==> src/rtl/motor_ramp_defs.svh <==
// constants for the output-frequency ramp generator
// frequencies in 0.01 Hz, currents in A, times in 0.1 s, limits in percent
`ifndef MOTOR_RAMP_DEFS_SVH
`define MOTOR_RAMP_DEFS_SVH
`define CLOCK_PERIOD_NS 50
`define CTRL_TICK_NS 1000000
`define TENTH_SECOND_NS 100000000
`define PCT_SCALE 32'h00000064
`define SETTING_DISABLED 16'h270F
`define ZERO_START_FREQ 16'h0001
`define START_FREQ_MAX 16'h1770
`define HOLD_TIME_MAX 16'h0064
`define REF_CURRENT_MAX 16'h01F4
`define LIMIT_PCT_MAX 16'h00C8
`define LIMIT_PCT_DEFAULT 16'h0096
`define SHAPE_SEL_LINEAR 2'h0
`define SHAPE_SEL_S_A 2'h1
`define SHAPE_SEL_S_B 2'h2
`define AUTO_SHORTEST 4'h1
`define AUTO_SHORTEST_BRAKE 4'hB
`define AUTO_BRAKE_SEQ1 4'h7
`define AUTO_BRAKE_SEQ2 4'h8
`define DIRSEL_ACCEL_ONLY 2'h1
`define DIRSEL_DECEL_ONLY 2'h2
`define SB_JERK_SHIFT 4
`define SB_BRAKE_SHIFT 3
`define DIV_STEPS 6'h20
`define DIV_LATENCY 33
`endif

==> src/rtl/motor_ramp_pkg.sv <==
// types shared by the ramp generator files
// no assumptions beyond the defs header
package motor_ramp_pkg;
    typedef enum logic [1:0] {ST_STOP, ST_HOLD, ST_RUN, ST_DECEL} drive_state_t;
    typedef enum logic [1:0] {SHAPE_LINEAR, SHAPE_S_A, SHAPE_S_B} ramp_shape_t;
endpackage

==> src/rtl/ramp_div_if.sv <==
// request/answer bundle between ramp generator and its step divider
// one request at a time; requester starts every tick, engine ignores start while busy
`timescale 1ns/100ps
interface ramp_div_if;
    logic start;
    logic [31:0] dividend;
    logic [31:0] divisor;
    logic [31:0] quotient;
    logic done;
    modport requester (output start, output dividend, output divisor,
        input quotient, input done);
    modport engine (input start, input dividend, input divisor,
        output quotient, output done);
endinterface

==> src/rtl/ramp_step_divider.sv <==
// serial restoring divider that yields the per-tick ramp increment
// assumes divisor is never zero and requests are spaced beyond its latency
`timescale 1ns/100ps
`include "motor_ramp_defs.svh"
module ramp_step_divider (
    input wire logic clock,
    input wire logic rst_b,
    ramp_div_if.engine dif
);
    logic [5:0] count_r;
    logic [31:0] rem_r;
    logic [31:0] quo_r;
    logic [31:0] dvs_r;
    logic [31:0] dvd_r;
    logic done_r;
    wire busy = count_r != 6'h00;
    wire [32:0] rem_sh = {rem_r, quo_r[31]};
    wire fits = rem_sh >= {1'b0, dvs_r};
    wire [32:0] rem_sub = rem_sh - {1'b0, dvs_r};
    wire [31:0] rem_next = fits ? rem_sub[31:0] : rem_sh[31:0];

    always_ff @(posedge clock or negedge rst_b) begin
        if (!rst_b) begin
            count_r <= 6'h00;
            rem_r <= 32'h00000000;
            quo_r <= 32'h00000000;
            dvs_r <= 32'h00000001;
            dvd_r <= 32'h00000000;
            done_r <= 1'b0;
        end else if (dif.start && !busy) begin
            count_r <= `DIV_STEPS;
            rem_r <= 32'h00000000;
            quo_r <= dif.dividend;
            dvd_r <= dif.dividend;
            dvs_r <= dif.divisor;
            done_r <= 1'b0;
        end else begin
            done_r <= count_r == 6'h01;
            if (busy) begin
                count_r <= count_r - 6'h01;
                rem_r <= rem_next;
                quo_r <= {quo_r[30:0], fits};
            end
        end
    end

    assign dif.quotient = quo_r;
    assign dif.done = done_r;
endmodule // ramp_step_divider

==> src/rtl/motor_frequency_ramp_control.sv <==
// output-frequency ramp generator with start hold, ramp shapes and shortest mode
// settings arrive as synchronous ports; output stage samples output_frequency
// Operation
// RULE1: stay stopped while frequency command is below the starting frequency
// RULE2: with hold enabled, output exactly starting frequency for the hold period
// RULE3: a zero starting frequency is replaced by 0.01 Hz during hold
// RULE4: start withdrawn during hold abandons hold and decelerates at once
// RULE5: on direction reversal apply starting frequency but skip hold
// RULE6: starting frequency at or below minimum runs at preset frequency on start alone
// RULE7: shape select 0 linear, 1 S-curve A, 2 S-curve B; linear after reset
// RULE8: linear shape changes frequency at a constant rate both ways
// RULE9: S-curve A inflects at base frequency, reduced slope at or above it
// RULE10: S-curve A ramp time is the time to reach base frequency
// RULE11: S-curve B shapes every change from present to target frequency
// RULE12: auto mode 0 normal, 1 and 11 shortest, 7 and 8 brake sequence
// RULE13: shortest direction 0 both, 1 acceleration only, 2 deceleration only
// RULE14: reference current 0 to 500 A; 9999 uses rated output current
// RULE15: accel and decel limits 0 to 200 percent; 9999 means 150 percent
// RULE16: shortest rate recomputed at each ramp start, settings left untouched
// RULE17: shortest ramp limit defaults to 150 percent; general level at constant speed
// RULE18: jog or second function while stopped reverts to normal ramping
// RULE19: jog and second function ignored while running in automatic mode
// RULE20: hold period 0.0 to 10.0 s; 9999 disables hold
// RULE21: starting frequency 0 to 60 Hz, output when start is asserted
// RULE22: output updated once per control tick by the shape-derived increment
`timescale 1ns/100ps
`include "motor_ramp_defs.svh"
module motor_frequency_ramp_control #(
    parameter int TICK_CYCLES = `CTRL_TICK_NS / `CLOCK_PERIOD_NS
) (
    input wire logic clock,
    input wire logic rst_b,
    input wire logic start_command,
    input wire logic reverse_command,
    input wire logic jog_command,
    input wire logic second_function_select_input,
    input wire logic [15:0] frequency_command,
    input wire logic [15:0] starting_frequency_setting,
    input wire logic [15:0] start_hold_time_setting,
    input wire logic [1:0] ramp_shape_select,
    input wire logic [3:0] automatic_ramp_mode_select,
    input wire logic [1:0] shortest_mode_direction_select,
    input wire logic [15:0] shortest_mode_reference_current,
    input wire logic [15:0] shortest_accel_current_limit,
    input wire logic [15:0] shortest_decel_current_limit,
    input wire logic [15:0] acceleration_time_setting,
    input wire logic [15:0] deceleration_time_setting,
    input wire logic [15:0] minimum_frequency_setting,
    input wire logic [15:0] base_frequency_setting,
    input wire logic [15:0] ramp_reference_frequency,
    input wire logic [15:0] stall_prevention_level_setting,
    input wire logic [15:0] rated_output_current,
    input wire logic [15:0] output_current_measured,
    output logic [15:0] output_frequency,
    output logic output_reverse,
    output logic drive_running,
    output logic start_hold_active,
    output logic auto_ramp_active,
    output logic stall_limit_active,
    output logic brake_sequence_selected
);
    localparam int TICKS_PER_TENTH = `TENTH_SECOND_NS / `CTRL_TICK_NS;

    motor_ramp_pkg::drive_state_t state_r, state_nxt;
    logic [31:0] acc_r, acc_nxt;
    logic [15:0] tick_cnt_r;
    logic [15:0] hold_cnt_r, hold_cnt_nxt;
    logic dir_r, dir_nxt;
    logic rev_r, rev_nxt;
    logic [31:0] base_step_r;
    logic [31:0] sb_step_r;
    logic [1:0] ramp_dir_r;
    logic relatch_r;
    logic sb_restart_r;
    ramp_div_if dif ();

    ramp_step_divider u_div (
        .clock(clock),
        .rst_b(rst_b),
        .dif(dif)
    );

    // control tick
    wire tick = tick_cnt_r == 16'(TICK_CYCLES - 1);

    // setting ranges and sentinels
    wire [15:0] start_freq_c = (starting_frequency_setting > `START_FREQ_MAX) ?
        `START_FREQ_MAX : starting_frequency_setting; // RULE21
    wire [15:0] hold_freq = (start_freq_c == 16'h0000) ? `ZERO_START_FREQ : start_freq_c; // RULE3
    wire hold_enabled = start_hold_time_setting != `SETTING_DISABLED; // RULE20
    wire [15:0] hold_time_c = (start_hold_time_setting > `HOLD_TIME_MAX) ?
        `HOLD_TIME_MAX : start_hold_time_setting; // RULE20
    wire [15:0] hold_ticks = 16'(32'(hold_time_c) * 32'(TICKS_PER_TENTH));
    wire preset_run = start_freq_c <= minimum_frequency_setting; // RULE6
    wire start_ok = start_command &&
        (preset_run || frequency_command >= start_freq_c); // RULE1
    wire [15:0] run_target = (preset_run && frequency_command < minimum_frequency_setting) ?
        minimum_frequency_setting : frequency_command; // RULE6
    wire reversing = reverse_command != dir_r;

    // shape decode
    wire motor_ramp_pkg::ramp_shape_t shape =
        (ramp_shape_select == `SHAPE_SEL_S_A) ? motor_ramp_pkg::SHAPE_S_A :
        (ramp_shape_select == `SHAPE_SEL_S_B) ? motor_ramp_pkg::SHAPE_S_B :
        motor_ramp_pkg::SHAPE_LINEAR; // RULE7

    // target and ramp direction
    wire [15:0] present = acc_r[31:16];
    wire [15:0] target_freq = (state_r == motor_ramp_pkg::ST_RUN) ? run_target :
        (state_r == motor_ramp_pkg::ST_DECEL) ? 16'h0000 : present;
    wire [31:0] tgt_q = {target_freq, 16'h0000};
    wire accel = tgt_q > acc_r;
    wire decel = tgt_q < acc_r;
    wire ramp_start = {accel, decel} != ramp_dir_r;

    // automatic mode decode
    wire auto_sel = automatic_ramp_mode_select == `AUTO_SHORTEST ||
        automatic_ramp_mode_select == `AUTO_SHORTEST_BRAKE; // RULE12
    wire brake_mode = automatic_ramp_mode_select == `AUTO_SHORTEST_BRAKE; // RULE12
    wire brake_seq = automatic_ramp_mode_select == `AUTO_BRAKE_SEQ1 ||
        automatic_ramp_mode_select == `AUTO_BRAKE_SEQ2; // RULE12
    wire short_ramp = auto_ramp_active &&
        ((accel && shortest_mode_direction_select != `DIRSEL_DECEL_ONLY) ||
        (decel && shortest_mode_direction_select != `DIRSEL_ACCEL_ONLY)); // RULE13

    // stall limits
    wire [15:0] ref_current = (shortest_mode_reference_current == `SETTING_DISABLED) ?
        rated_output_current :
        (shortest_mode_reference_current > `REF_CURRENT_MAX) ? `REF_CURRENT_MAX :
        shortest_mode_reference_current; // RULE14
    wire [15:0] lim_raw = accel ? shortest_accel_current_limit : shortest_decel_current_limit;
    wire [15:0] lim_pct = (lim_raw == `SETTING_DISABLED) ? `LIMIT_PCT_DEFAULT :
        (lim_raw > `LIMIT_PCT_MAX) ? `LIMIT_PCT_MAX : lim_raw; // RULE15
    wire [31:0] meas_scaled = 32'(output_current_measured) * `PCT_SCALE;
    wire [31:0] ramp_limit = 32'(ref_current) * 32'(lim_pct); // RULE17
    wire [31:0] const_limit = 32'(rated_output_current) * 32'(stall_prevention_level_setting);
    wire over_limit = meas_scaled > ramp_limit; // RULE17
    wire over_const = meas_scaled > const_limit; // RULE17

    // divider request: full ramp in the set time
    wire [15:0] span_freq = (shape == motor_ramp_pkg::SHAPE_S_A) ?
        base_frequency_setting : ramp_reference_frequency; // RULE10
    wire [15:0] time_sel = decel ? deceleration_time_setting : acceleration_time_setting;
    wire [31:0] time_ticks = 32'(time_sel) * 32'(TICKS_PER_TENTH);
    assign dif.start = tick;
    assign dif.dividend = {span_freq, 16'h0000};
    assign dif.divisor = (time_ticks == 32'h00000000) ? 32'h00000001 : time_ticks;
    wire step_take = dif.done && (!short_ramp || relatch_r); // RULE16

    // shape steps
    wire [31:0] sa_step = (present >= base_frequency_setting) ?
        {1'b0, base_step_r[31:1]} : base_step_r; // RULE9
    wire [31:0] sb_inc = (base_step_r >> `SB_JERK_SHIFT) | 32'h00000001;
    wire [31:0] rem_q = accel ? (tgt_q - acc_r) : (acc_r - tgt_q);
    wire sb_brake = {3'b000, rem_q} <= {sb_step_r, 3'b000}; // RULE11
    wire [31:0] sb_up = (sb_step_r + sb_inc > base_step_r) ? base_step_r : sb_step_r + sb_inc;
    wire [31:0] sb_dn = (sb_step_r <= sb_inc + sb_inc) ? sb_inc : sb_step_r - sb_inc;
    wire [31:0] sb_nxt = (ramp_start || sb_restart_r) ? sb_inc : (sb_brake ? sb_dn : sb_up); // RULE11
    wire [31:0] short_step = over_limit ? 32'h00000000 :
        ((brake_mode && decel) ? (base_step_r << 2) : (base_step_r << 1)); // RULE16
    wire [31:0] eff_step = short_ramp ? short_step :
        (shape == motor_ramp_pkg::SHAPE_S_B) ? sb_step_r :
        (shape == motor_ramp_pkg::SHAPE_S_A) ? sa_step : base_step_r; // RULE8

    // one increment per tick, clipped at the target
    wire [32:0] up_sum = {1'b0, acc_r} + {1'b0, eff_step};
    wire [32:0] dn_diff = {1'b0, acc_r} - {1'b0, eff_step};
    wire [31:0] up_val = (up_sum > {1'b0, tgt_q}) ? tgt_q : up_sum[31:0];
    wire [31:0] dn_val = (dn_diff[32] || dn_diff[31:0] < tgt_q) ? tgt_q : dn_diff[31:0];
    wire [31:0] ramp_val = accel ? up_val : (decel ? dn_val : acc_r); // RULE22

    always_comb begin
        state_nxt = state_r;
        acc_nxt = acc_r;
        hold_cnt_nxt = hold_cnt_r;
        dir_nxt = dir_r;
        rev_nxt = rev_r;
        unique case (state_r)
            motor_ramp_pkg::ST_STOP: begin
                acc_nxt = 32'h00000000;
                hold_cnt_nxt = 16'h0000;
                rev_nxt = 1'b0;
                if (start_ok) begin // RULE1
                    dir_nxt = reverse_command;
                    if (hold_enabled) begin
                        state_nxt = motor_ramp_pkg::ST_HOLD; // RULE2
                        acc_nxt = {hold_freq, 16'h0000}; // RULE3
                    end else begin
                        state_nxt = motor_ramp_pkg::ST_RUN;
                        acc_nxt = {start_freq_c, 16'h0000}; // RULE21
                    end
                end
            end
            motor_ramp_pkg::ST_HOLD: begin
                if (!start_command || reversing) begin
                    state_nxt = motor_ramp_pkg::ST_DECEL; // RULE4
                    rev_nxt = start_command;
                end else if (tick) begin
                    if (hold_cnt_r >= hold_ticks) begin
                        state_nxt = motor_ramp_pkg::ST_RUN; // RULE2
                    end else begin
                        hold_cnt_nxt = hold_cnt_r + 16'h0001;
                    end
                end
            end
            motor_ramp_pkg::ST_RUN: begin
                if (!start_ok || reversing) begin
                    state_nxt = motor_ramp_pkg::ST_DECEL;
                    rev_nxt = start_ok && reversing;
                end else if (tick) begin
                    acc_nxt = ramp_val; // RULE22
                end
            end
            motor_ramp_pkg::ST_DECEL: begin
                if (start_ok && !rev_r && !reversing) begin
                    state_nxt = motor_ramp_pkg::ST_RUN;
                end else if (acc_r == 32'h00000000) begin
                    if (rev_r && start_ok) begin
                        state_nxt = motor_ramp_pkg::ST_RUN; // RULE5
                        dir_nxt = reverse_command;
                        rev_nxt = 1'b0;
                        acc_nxt = {start_freq_c, 16'h0000}; // RULE5
                    end else begin
                        state_nxt = motor_ramp_pkg::ST_STOP;
                    end
                end else if (tick) begin
                    acc_nxt = ramp_val;
                end
            end
        endcase
    end

    always_ff @(posedge clock or negedge rst_b) begin
        if (!rst_b) begin
            tick_cnt_r <= 16'h0000;
        end else begin
            tick_cnt_r <= tick ? 16'h0000 : tick_cnt_r + 16'h0001;
        end
    end

    always_ff @(posedge clock or negedge rst_b) begin
        if (!rst_b) begin
            state_r <= motor_ramp_pkg::ST_STOP;
            acc_r <= 32'h00000000;
            hold_cnt_r <= 16'h0000;
            dir_r <= 1'b0;
            rev_r <= 1'b0;
        end else begin
            state_r <= state_nxt;
            acc_r <= acc_nxt;
            hold_cnt_r <= hold_cnt_nxt;
            dir_r <= dir_nxt;
            rev_r <= rev_nxt;
        end
    end

    always_ff @(posedge clock or negedge rst_b) begin
        if (!rst_b) begin
            base_step_r <= 32'h00000000;
            sb_step_r <= 32'h00000001;
            ramp_dir_r <= 2'h0;
            relatch_r <= 1'b0;
            sb_restart_r <= 1'b0;
        end else begin
            ramp_dir_r <= {accel, decel};
            // ramp start seldom meets a tick: keep it until the next tick
            sb_restart_r <= (ramp_start || sb_restart_r) && !tick; // RULE11
            relatch_r <= ramp_start || (relatch_r && !step_take); // RULE16
            if (step_take) begin
                base_step_r <= dif.quotient; // RULE16
            end
            if (tick) begin
                sb_step_r <= sb_nxt; // RULE11
            end
        end
    end

    // automatic mode is chosen only while stopped
    always_ff @(posedge clock or negedge rst_b) begin
        if (!rst_b) begin
            auto_ramp_active <= 1'b0;
        end else if (state_r == motor_ramp_pkg::ST_STOP) begin
            auto_ramp_active <= auto_sel && !jog_command &&
                !second_function_select_input; // RULE18
        end
    end

    always_ff @(posedge clock or negedge rst_b) begin
        if (!rst_b) begin
            drive_running <= 1'b0;
            start_hold_active <= 1'b0;
            stall_limit_active <= 1'b0;
            brake_sequence_selected <= 1'b0;
        end else begin
            drive_running <= state_nxt != motor_ramp_pkg::ST_STOP;
            start_hold_active <= state_nxt == motor_ramp_pkg::ST_HOLD;
            stall_limit_active <= short_ramp ? over_limit : (!accel && !decel && over_const); // RULE17
            brake_sequence_selected <= brake_seq;
        end
    end

    assign output_frequency = acc_r[31:16];
    assign output_reverse = dir_r;
endmodule // motor_frequency_ramp_control

==> config.mk <==
export PLATFORM = sky130hd
export DESIGN_NAME = motor_frequency_ramp_control
export DESIGN_NICKNAME = d
export VERILOG_FILES = /design/src/rtl/motor_ramp_pkg.sv /design/src/rtl/ramp_div_if.sv /design/src/rtl/ramp_step_divider.sv /design/src/rtl/motor_frequency_ramp_control.sv
export VERILOG_INCLUDE_DIRS = /design/src /design/src/rtl
export SDC_FILE = /design/constraint.sdc
export NUM_CORES = 2
export LEC_CHECK = 0
export BUFFER_PORTS_ARGS = -buffer_cell sky130_fd_sc_hd__buf_2
export CAP_MARGIN = 20
export CORE_ASPECT_RATIO = 1.75
export CORE_MARGIN = 3
export CORE_UTILIZATION = 28
export CTS_BUF_LIST = sky130_fd_sc_hd__clkbuf_2
export CTS_CLUSTER_DIAMETER = 120
export DETAILED_ROUTE_END_ITERATION = 10
export GPL_ROUTABILITY_DRIVEN = 1
export GPL_TIMING_DRIVEN = 0
export SETUP_SLACK_MARGIN = 0.15
export SYNTH_ARGS = -nofsm -noshare
export SYNTH_HDL_FRONTEND = slang
export SYNTH_SLANG_ARGS = --single-unit
==> constraint.sdc <==
create_clock -name clock -period 26 [get_ports clock]
set_clock_uncertainty 0.2 [all_clocks]
set_input_delay 1.3 -clock clock [delete_from_list [all_inputs] [get_ports clock]]
set_output_delay 1.3 -clock clock [all_outputs]
set_load 0.02 [all_outputs]
# Word level (Yosys, flattened, before mapping)

Index checks and enable logic that the tools add are counted.
W data, S select, Z words.

$add $sub $neg: 11
Multipliers: 5
Order comparisons: 19
Equal/unequal tests: 32
Muxes and demuxes: 74
Reduce and logical (&&, ||, !) cells: 54

Operator list:

| kind                    | count |
|---|---|
| $mux W32                | 27 |
| $mux W16                | 17 |
| $pmux W32 S3            | 1 |
| $sub A32 B32 Y32        | 3 |
| $gt A23 B32 Y1          | 2 |
| $gt A32 B32 Y1          | 2 |
| $logic_not A32 Y1       | 2 |
| $lt A32 B32 Y1          | 2 |
| $mul A16 B16 Y32        | 2 |
| $ge A16 B16 Y1          | 3 |
| $mul A16 B5 Y21 const B | 2 |
| $le A32 B35 Y1          | 1 |
| $add A32 B32 Y33        | 1 |
| $ge A33 B32 Y1          | 1 |
| $gt A33 B32 Y1          | 1 |
| $sub A32 B32 Y33        | 1 |
| $add A16 B1 Y16 const B | 2 |
| $add A32 B28 Y32        | 1 |
| $eq A16 B14 Y1 const B  | 2 |
| $le A32 B29 Y1          | 1 |
| $pmux W16 S2            | 1 |
| $sub A32 B28 Y32        | 1 |
| $add A28 B28 Y29        | 1 |
| $mux W23                | 1 |
| other kinds (37)        | 117 |

Bits in registers: 244
Word-level logic and storage cells: 216

# Longest topological paths before layout

Word-level depth: 25
Depth in mapped cells: 94
Gate-level depth less buffers: 87

# Cells and area by module

From an unflattened synthesis, not the netlist that was laid out.

Cells, all modules: 6,288
Area total of the unflattened synthesis: 51,281.7 µm²

Modules (own cells, without submodules):

| module                       | times used | cells each | area an instance (µm²) |
|---|---|---|---|
| motor_frequency_ramp_control | 1          | 5,585      | 44,890.6 |
| ramp_step_divider            | 1          | 703        | 6,391.1 |

# Least setup slack after synthesis

OpenSTA, ideal clock, no wires.

Path kind: input -> register
From: input port starting_frequency_setting[13]
To: register acc_r[18]
Arrival time: 21.733 ns
Data required time: 25.658 ns
Setup slack: 3.924 ns
Cell stages on the path: 84
Cells stage by stage: or4_4 or2_2 o31ai_1 nand2b_1 ha_1 nand4_1 or4_1 nor4_2 a21oi_2 a211oi_4 buf_2 mux2_2 a22oi_1 inv_1 ha_1 clkbuf_1 nand4_1 or3_1 [48 not listed] a21oi_1 o21bai_1 a21oi_1 xnor2_1 ha_1 nand2_1 a2111o_1 or4_1 or4_1 a2111o_1 nor4_1 nand4_1 a32oi_1 buf_2 buf_2 nor2_1 a211oi_1 o221ai_1

Word-level cells in the longest chain between the ends: 25
Elaborated cells between the ends (all ways): 54
Those cells by class: add/sub: 2; mul: 1; order compare: 9; eq/ne: 4; mux: 22; reduce/logical: 16

Ends and longest elaborated chain:

| element                  | line                                                                     | text |
|---|---|---|
| start, declared          | motor_frequency_ramp_control.sv:38                                       | `input wire logic [15:0] starting_frequency_setting,` |
| $gt A16 B13 Y1 (no line) | --                                                                       |  |
| $mux W16 *               | motor_frequency_ramp_control.sv:87                                       | `` wire [15:0] start_freq_c = (starting_frequency_setting > `START_FREQ_MAX) ? `` |
| $le A16 B16 Y1           | motor_frequency_ramp_control.sv:94                                       | `wire preset_run = start_freq_c <= minimum_frequency_setting;` |
| $logic_and A1 B1 Y1      | motor_frequency_ramp_control.sv:97                                       | `wire [15:0] run_target = (preset_run && frequency_command < minimum_frequency_setting) ?` |
| $mux W16                 | motor_frequency_ramp_control.sv:97                                       |  |
| $mux W16                 | motor_frequency_ramp_control.sv:109                                      | `wire [15:0] target_freq = (state_r == motor_ramp_pkg::ST_RUN) ? run_target :` |
| $gt A32 B32 Y1           | motor_frequency_ramp_control.sv:112                                      | `wire accel = tgt_q > acc_r;` |
| $mux W16                 | motor_frequency_ramp_control.sv:131                                      | `wire [15:0] lim_raw = accel ? shortest_accel_current_limit : shortest_decel_current_limit;` |
| [8 not listed]           | --                                                                       |  |
| $lt A32 B32 Y1           | motor_frequency_ramp_control.sv:169                                      | `wire [31:0] dn_val = (dn_diff[32] \|\| dn_diff[31:0] < tgt_q) ? tgt_q : dn_diff[31:0];` |
| $logic_or A1 B1 Y1       | motor_frequency_ramp_control.sv:169                                      |  |
| $mux W32                 | motor_frequency_ramp_control.sv:169                                      |  |
| $mux W32 (2 in series)   | motor_frequency_ramp_control.sv:170                                      | `wire [31:0] ramp_val = accel ? up_val : (decel ? dn_val : acc_r);` |
| $mux W32                 | motor_frequency_ramp_control.sv:210, motor_frequency_ramp_control.sv:226 |  |
| $mux W32                 | motor_frequency_ramp_control.sv:217                                      | `end else if (acc_r == 32'h00000000) begin` |
| $mux W32                 | motor_frequency_ramp_control.sv:215                                      | `if (start_ok && !rev_r && !reversing) begin` |
| $pmux W32 S3             | motor_frequency_ramp_control.sv:178                                      | `unique case (state_r)` |
| end signal, assigned     | motor_frequency_ramp_control.sv:250                                      | `acc_r <= acc_nxt;` |
| end, declared            | motor_frequency_ramp_control.sv:65                                       | `logic [31:0] acc_r, acc_nxt;` |

Every way passes the cells marked *; elsewhere a longest branch is shown, timed or not. The select of a mux whose other input is x is not followed.
A chain may end at the register's enable or synchronous reset.

# Worst setup path in the final report

From: input port starting_frequency_setting[13]
To: register acc_r[0]

Same word-level chain as after synthesis.

==> summary.md <==
260 I/O pins were placed. For the number of sinks driven by the clock tree, the log shows 234. The compound-gate portion of the synthesized area was 0.177. Synthesis handed over a netlist of 6,130 instances. Row generation in the floorplan step produced 203 rows. The tools report the total count of hold-check failures in the final report as 0.

The run gives 27.6 nW as the leakage dissipation. Share of flip-flops with an asynchronous set or reset after synthesis: 1.00. The total power was 0.00727 W; the number of nets in the layout was 8,031.

After routing the design area is 55,200 um^2. The flow ran to the end, and the final reports show no timing, DRC or antenna violations. By area, the combinational part of the netlist is dominated by adder cells. Before antenna repair, the detailed router went through 6 iterations. The slowest stage of the critical path belongs to the cell sky130_fd_sc_hd__or4_1. The initial cell density of the core was 0.283.

The tools report the timing startpoint of the critical path as starting_frequency_setting[13]. Dividing the synthesized area by the synthesized cell count gives 8.08 um^2. The share of the synthesized netlist area taken by xor and xnor gates is 0.0455, and the simple-gate share of the synthesized area is 0.169. The worst slack at placement was -4.51 ns; the portion of synthesized cell area occupied by the leading cell type was 0.192. Counting flops with a built-in enable in the synthesized netlist gives 0.

After floorplanning, the core was sized to cover 175,000 um^2. Among all flip-flop cells after synthesis, the most frequent one is sky130_fd_sc_hd__dfrtp_1. Counting the buffers created by CTS gives 55. The die covers 182,000 um^2. In this run the cell area measured after placement is 54,300 um^2. The global router's overall resource usage came out at 0.208. The synthesized design contains 234 register bits.

The pin count of the biggest net entering global routing was 118; the die height was 562 um. The initial antenna violation count is 16, and the worst endpoint data arrival time is 26.08 ns. The tree is rooted in a sky130_fd_sc_hd__clkbuf_2. Counting instances in the post-synthesis netlist gives the leading cell types as sky130_fd_sc_hd__inv_1, sky130_fd_sc_hd__ha_1, sky130_fd_sc_hd__nand2_1. The area added between synthesis and finish was 11.4%; the critical-path maximum fanout was 10.

The worst register-to-register path begins at state_r[0]. In the routed layout, each cell is associated on average with a via count of 5.26. The first routing iteration left 2,705 violations.

The power density over the cells was 132 nW/um^2. The worst setup path is launched from an input port. The via count of the routed design was 46,900. The setup path with the least slack is of type input port to register.

The run gives 1.39 ns as the clock network latency to the later pin of the worst-skew pair. Yosys attributes the largest share of cell area to sky130_fd_sc_hd__ha_1, sky130_fd_sc_hd__fa_1, sky130_fd_sc_hd__dfrtp_1. The cell area after synthesis is 49,500 um^2, and the post-route worst setup slack is 0.813 ns. Setup repair after global routing left no endpoint under its margin. The run gives 0 as the max capacitance violation total. The adder-cell share of the synthesized area was 0.363; the global-route congestion overflow total was 0. STA puts the critical path data required time at 26.89 ns. Dividing the detail-routed wire length by the instance count gives 21.7 um. The min-delay analysis places its worst path in the category input port to register. Largest area contributor in the netlist: sky130_fd_sc_hd__ha_1. The kind of capture point of the worst setup path was a register.

In this run the tool buffered the top-level ports with 250 buffer cells. The sequential fraction of the synthesis area is 0.118. Yosys mapped the design onto 96 distinct sky130hd cell types.

In the routed design, unresolved DRC markers number 0. The transition time of the tightest slew-check pin came out at 1.23 ns. VDD sags by at most 0.000311 V. Final routed wirelength across all metal layers: 194,000 um.

The horizontal extent of the die is 324 um. The share of post-route cells with drive strength above 1 came out at 0.0806. For the number of nets still failing antenna checks after routing, the log shows 0. The most repeated cell in the gate-level netlist after synthesis was sky130_fd_sc_hd__inv_1. Clock-pin slew was measured on the worst setup and hold paths at 0.14 ns. The number of max-slew violations in the final report is 0, and the post-route clock period utilization is 0.969.

The tools report the setup-violating endpoint count in the final report as 0. The mux cell area share after synthesis was 0.0384. The largest stage delay on the critical path came out at 0.69 ns. TritonCTS built the clock tree. The run gives 39.7 MHz as the fmax. The number of H-tree branching levels was 2; the HPWL reported at the end of detailed placement was 162,000 um. The run gives 48,600 as the number of global-route vias before repair. In this run the most critical hold path is launched from second_function_select_input.

The maximum clock path buffer count was 3. The relative slew slack is 0.180. Routability-driven placement finished with a final weighted congestion of 1.01. During synthesis, Yosys emitted a total of 0 warnings. The first global-routing pass estimated 287,000 um of wire. The minimum period implied by the final worst setup slack was 25.19 ns.
-- cell families (layout without fill, tap and decap cells) --
family	count (synthesis)	count (layout)
buf+inv	1150	1529
other cells	2	154
fa+ha+maj	1184	1184
simple gates	1766	1766
compound gates	1354	1354
flops	234	234
mux	183	183
xor+xnor	257	257
-- sequential cells by signal, summed over array words and instances (netlist names) --
| register | flops |
|---|---|
| auto_ramp_active | 1 |
| tick_cnt_r | 16 |
| u_div.count_r | 6 |
| u_div.dvs_r | 22 |
| u_div.rem_r | 32 |
| start_hold_active | 1 |
| stall_limit_active | 1 |
| relatch_r | 1 |
| state_r | 2 |
| drive_running | 1 |
| ramp_dir_r | 2 |
| rev_r | 1 |
| brake_sequence_selected | 1 |
| u_div.dif.done | 1 |
| sb_restart_r | 1 |
| u_div.dif.quotient | 32 |
| output_reverse | 1 |
| sb_step_r | 32 |
| acc_r | 32 |
| base_step_r | 32 |
| hold_cnt_r | 16 |
-- where the power goes --
group / leakage [nW] / internal (W) / switching [W]
registers: 2.92 / 0.000378 / 0.0000491
clock network: 0.358 / 0.0000758 / 0.000203
logic: 24.3 / 0.00252 / 0.00405
total: 27.6 / 0.00297 / 0.00430
-- final cells by class --
class	instances	area, um^2
multi-input combinational	4889	40000
inverter	889	3340
timing repair buffer	280	1570
antenna	9	22.5
buffer	261	1080
fill	18800	120000
clock buffer	67	335
clock inverter	32	144
sequential	234	5860
tap	2255	2820
-- layer usage --
layer / global-route usage / share of wire
met2: 0.392 / 0.52
met1: 0.184 / 0.31
met5: 0 / 0.00039
met3: 0.0294 / 0.050
met4: 0.206 / 0.12
-- timing repair --
action / 4_1_cts / 5_1_grt
pin swaps: 3 / 4
setup endpoints to repair: 32 / 32
resized for setup: 19 / 33
hold buffers: 4 / 0
setup buffers: 6 / 2
hold endpoints to repair: 50 / 0
-- worst max-delay path: cells and delay by family --
family                     cells  cell delay [ns]
and+or+nand+nor               28             8.45
xor gates and xnor gates       2             0.32
muxes                          2             0.61
AOI/OAI and AO/OA             23             6.26
buffers and inverters         19             4.02
adders and majority gates     12             4.96
-- placed cells by master (no fill, tap or decap), drive strengths merged, types with 27 or more instances in the layout --
cell    count
inv       887
ha        760
nand2     608
nor2      429
fa        423
a21oi     394
buf       314
o21ai     301
clkbuf    290
dfrtp     232
xnor2     171
conb      145
a21o      142
and2      140
mux2i     126
nand3     116
nor3      104
xor2       86
nand4      71
o21a       60
nand2b     57
mux2       57
nor2b      50
a221oi     44
nor4       44
a31oi      43
o21bai     38
a211oi     38
clkinv     33
o31ai      28
and3       27
o211ai     27
-- final timing paths --
path / end / slack, ns / cells past startpoint
worst max-delay path: acc_r[0] / 0.81 / 86
worst min-delay path: auto_ramp_active / 0.06 / 4
worst max register to register: acc_r[0] / 3.26 / 77
worst min register to register: relatch_r / 0.18 / 1
max in group asynchronous: u_div.dvs_r[19] / 23.78 / 4
min in group asynchronous: acc_r[7] / 0.37 / 2
-- metrics by stage --
step                cells  TNS (ns)  utilization  hold slack (ns)
finish               8916         0        0.315           0.0645
global route         8910         0        0.315            0.105
CTS                  8901         0        0.314           0.0489
detailed placement   8792   -132.07        0.310            0.266
global placement     8778   -142.65        0.309            0.255
floorplan            6273         0            -            0.230
Power figures use the tool's default switching activity.
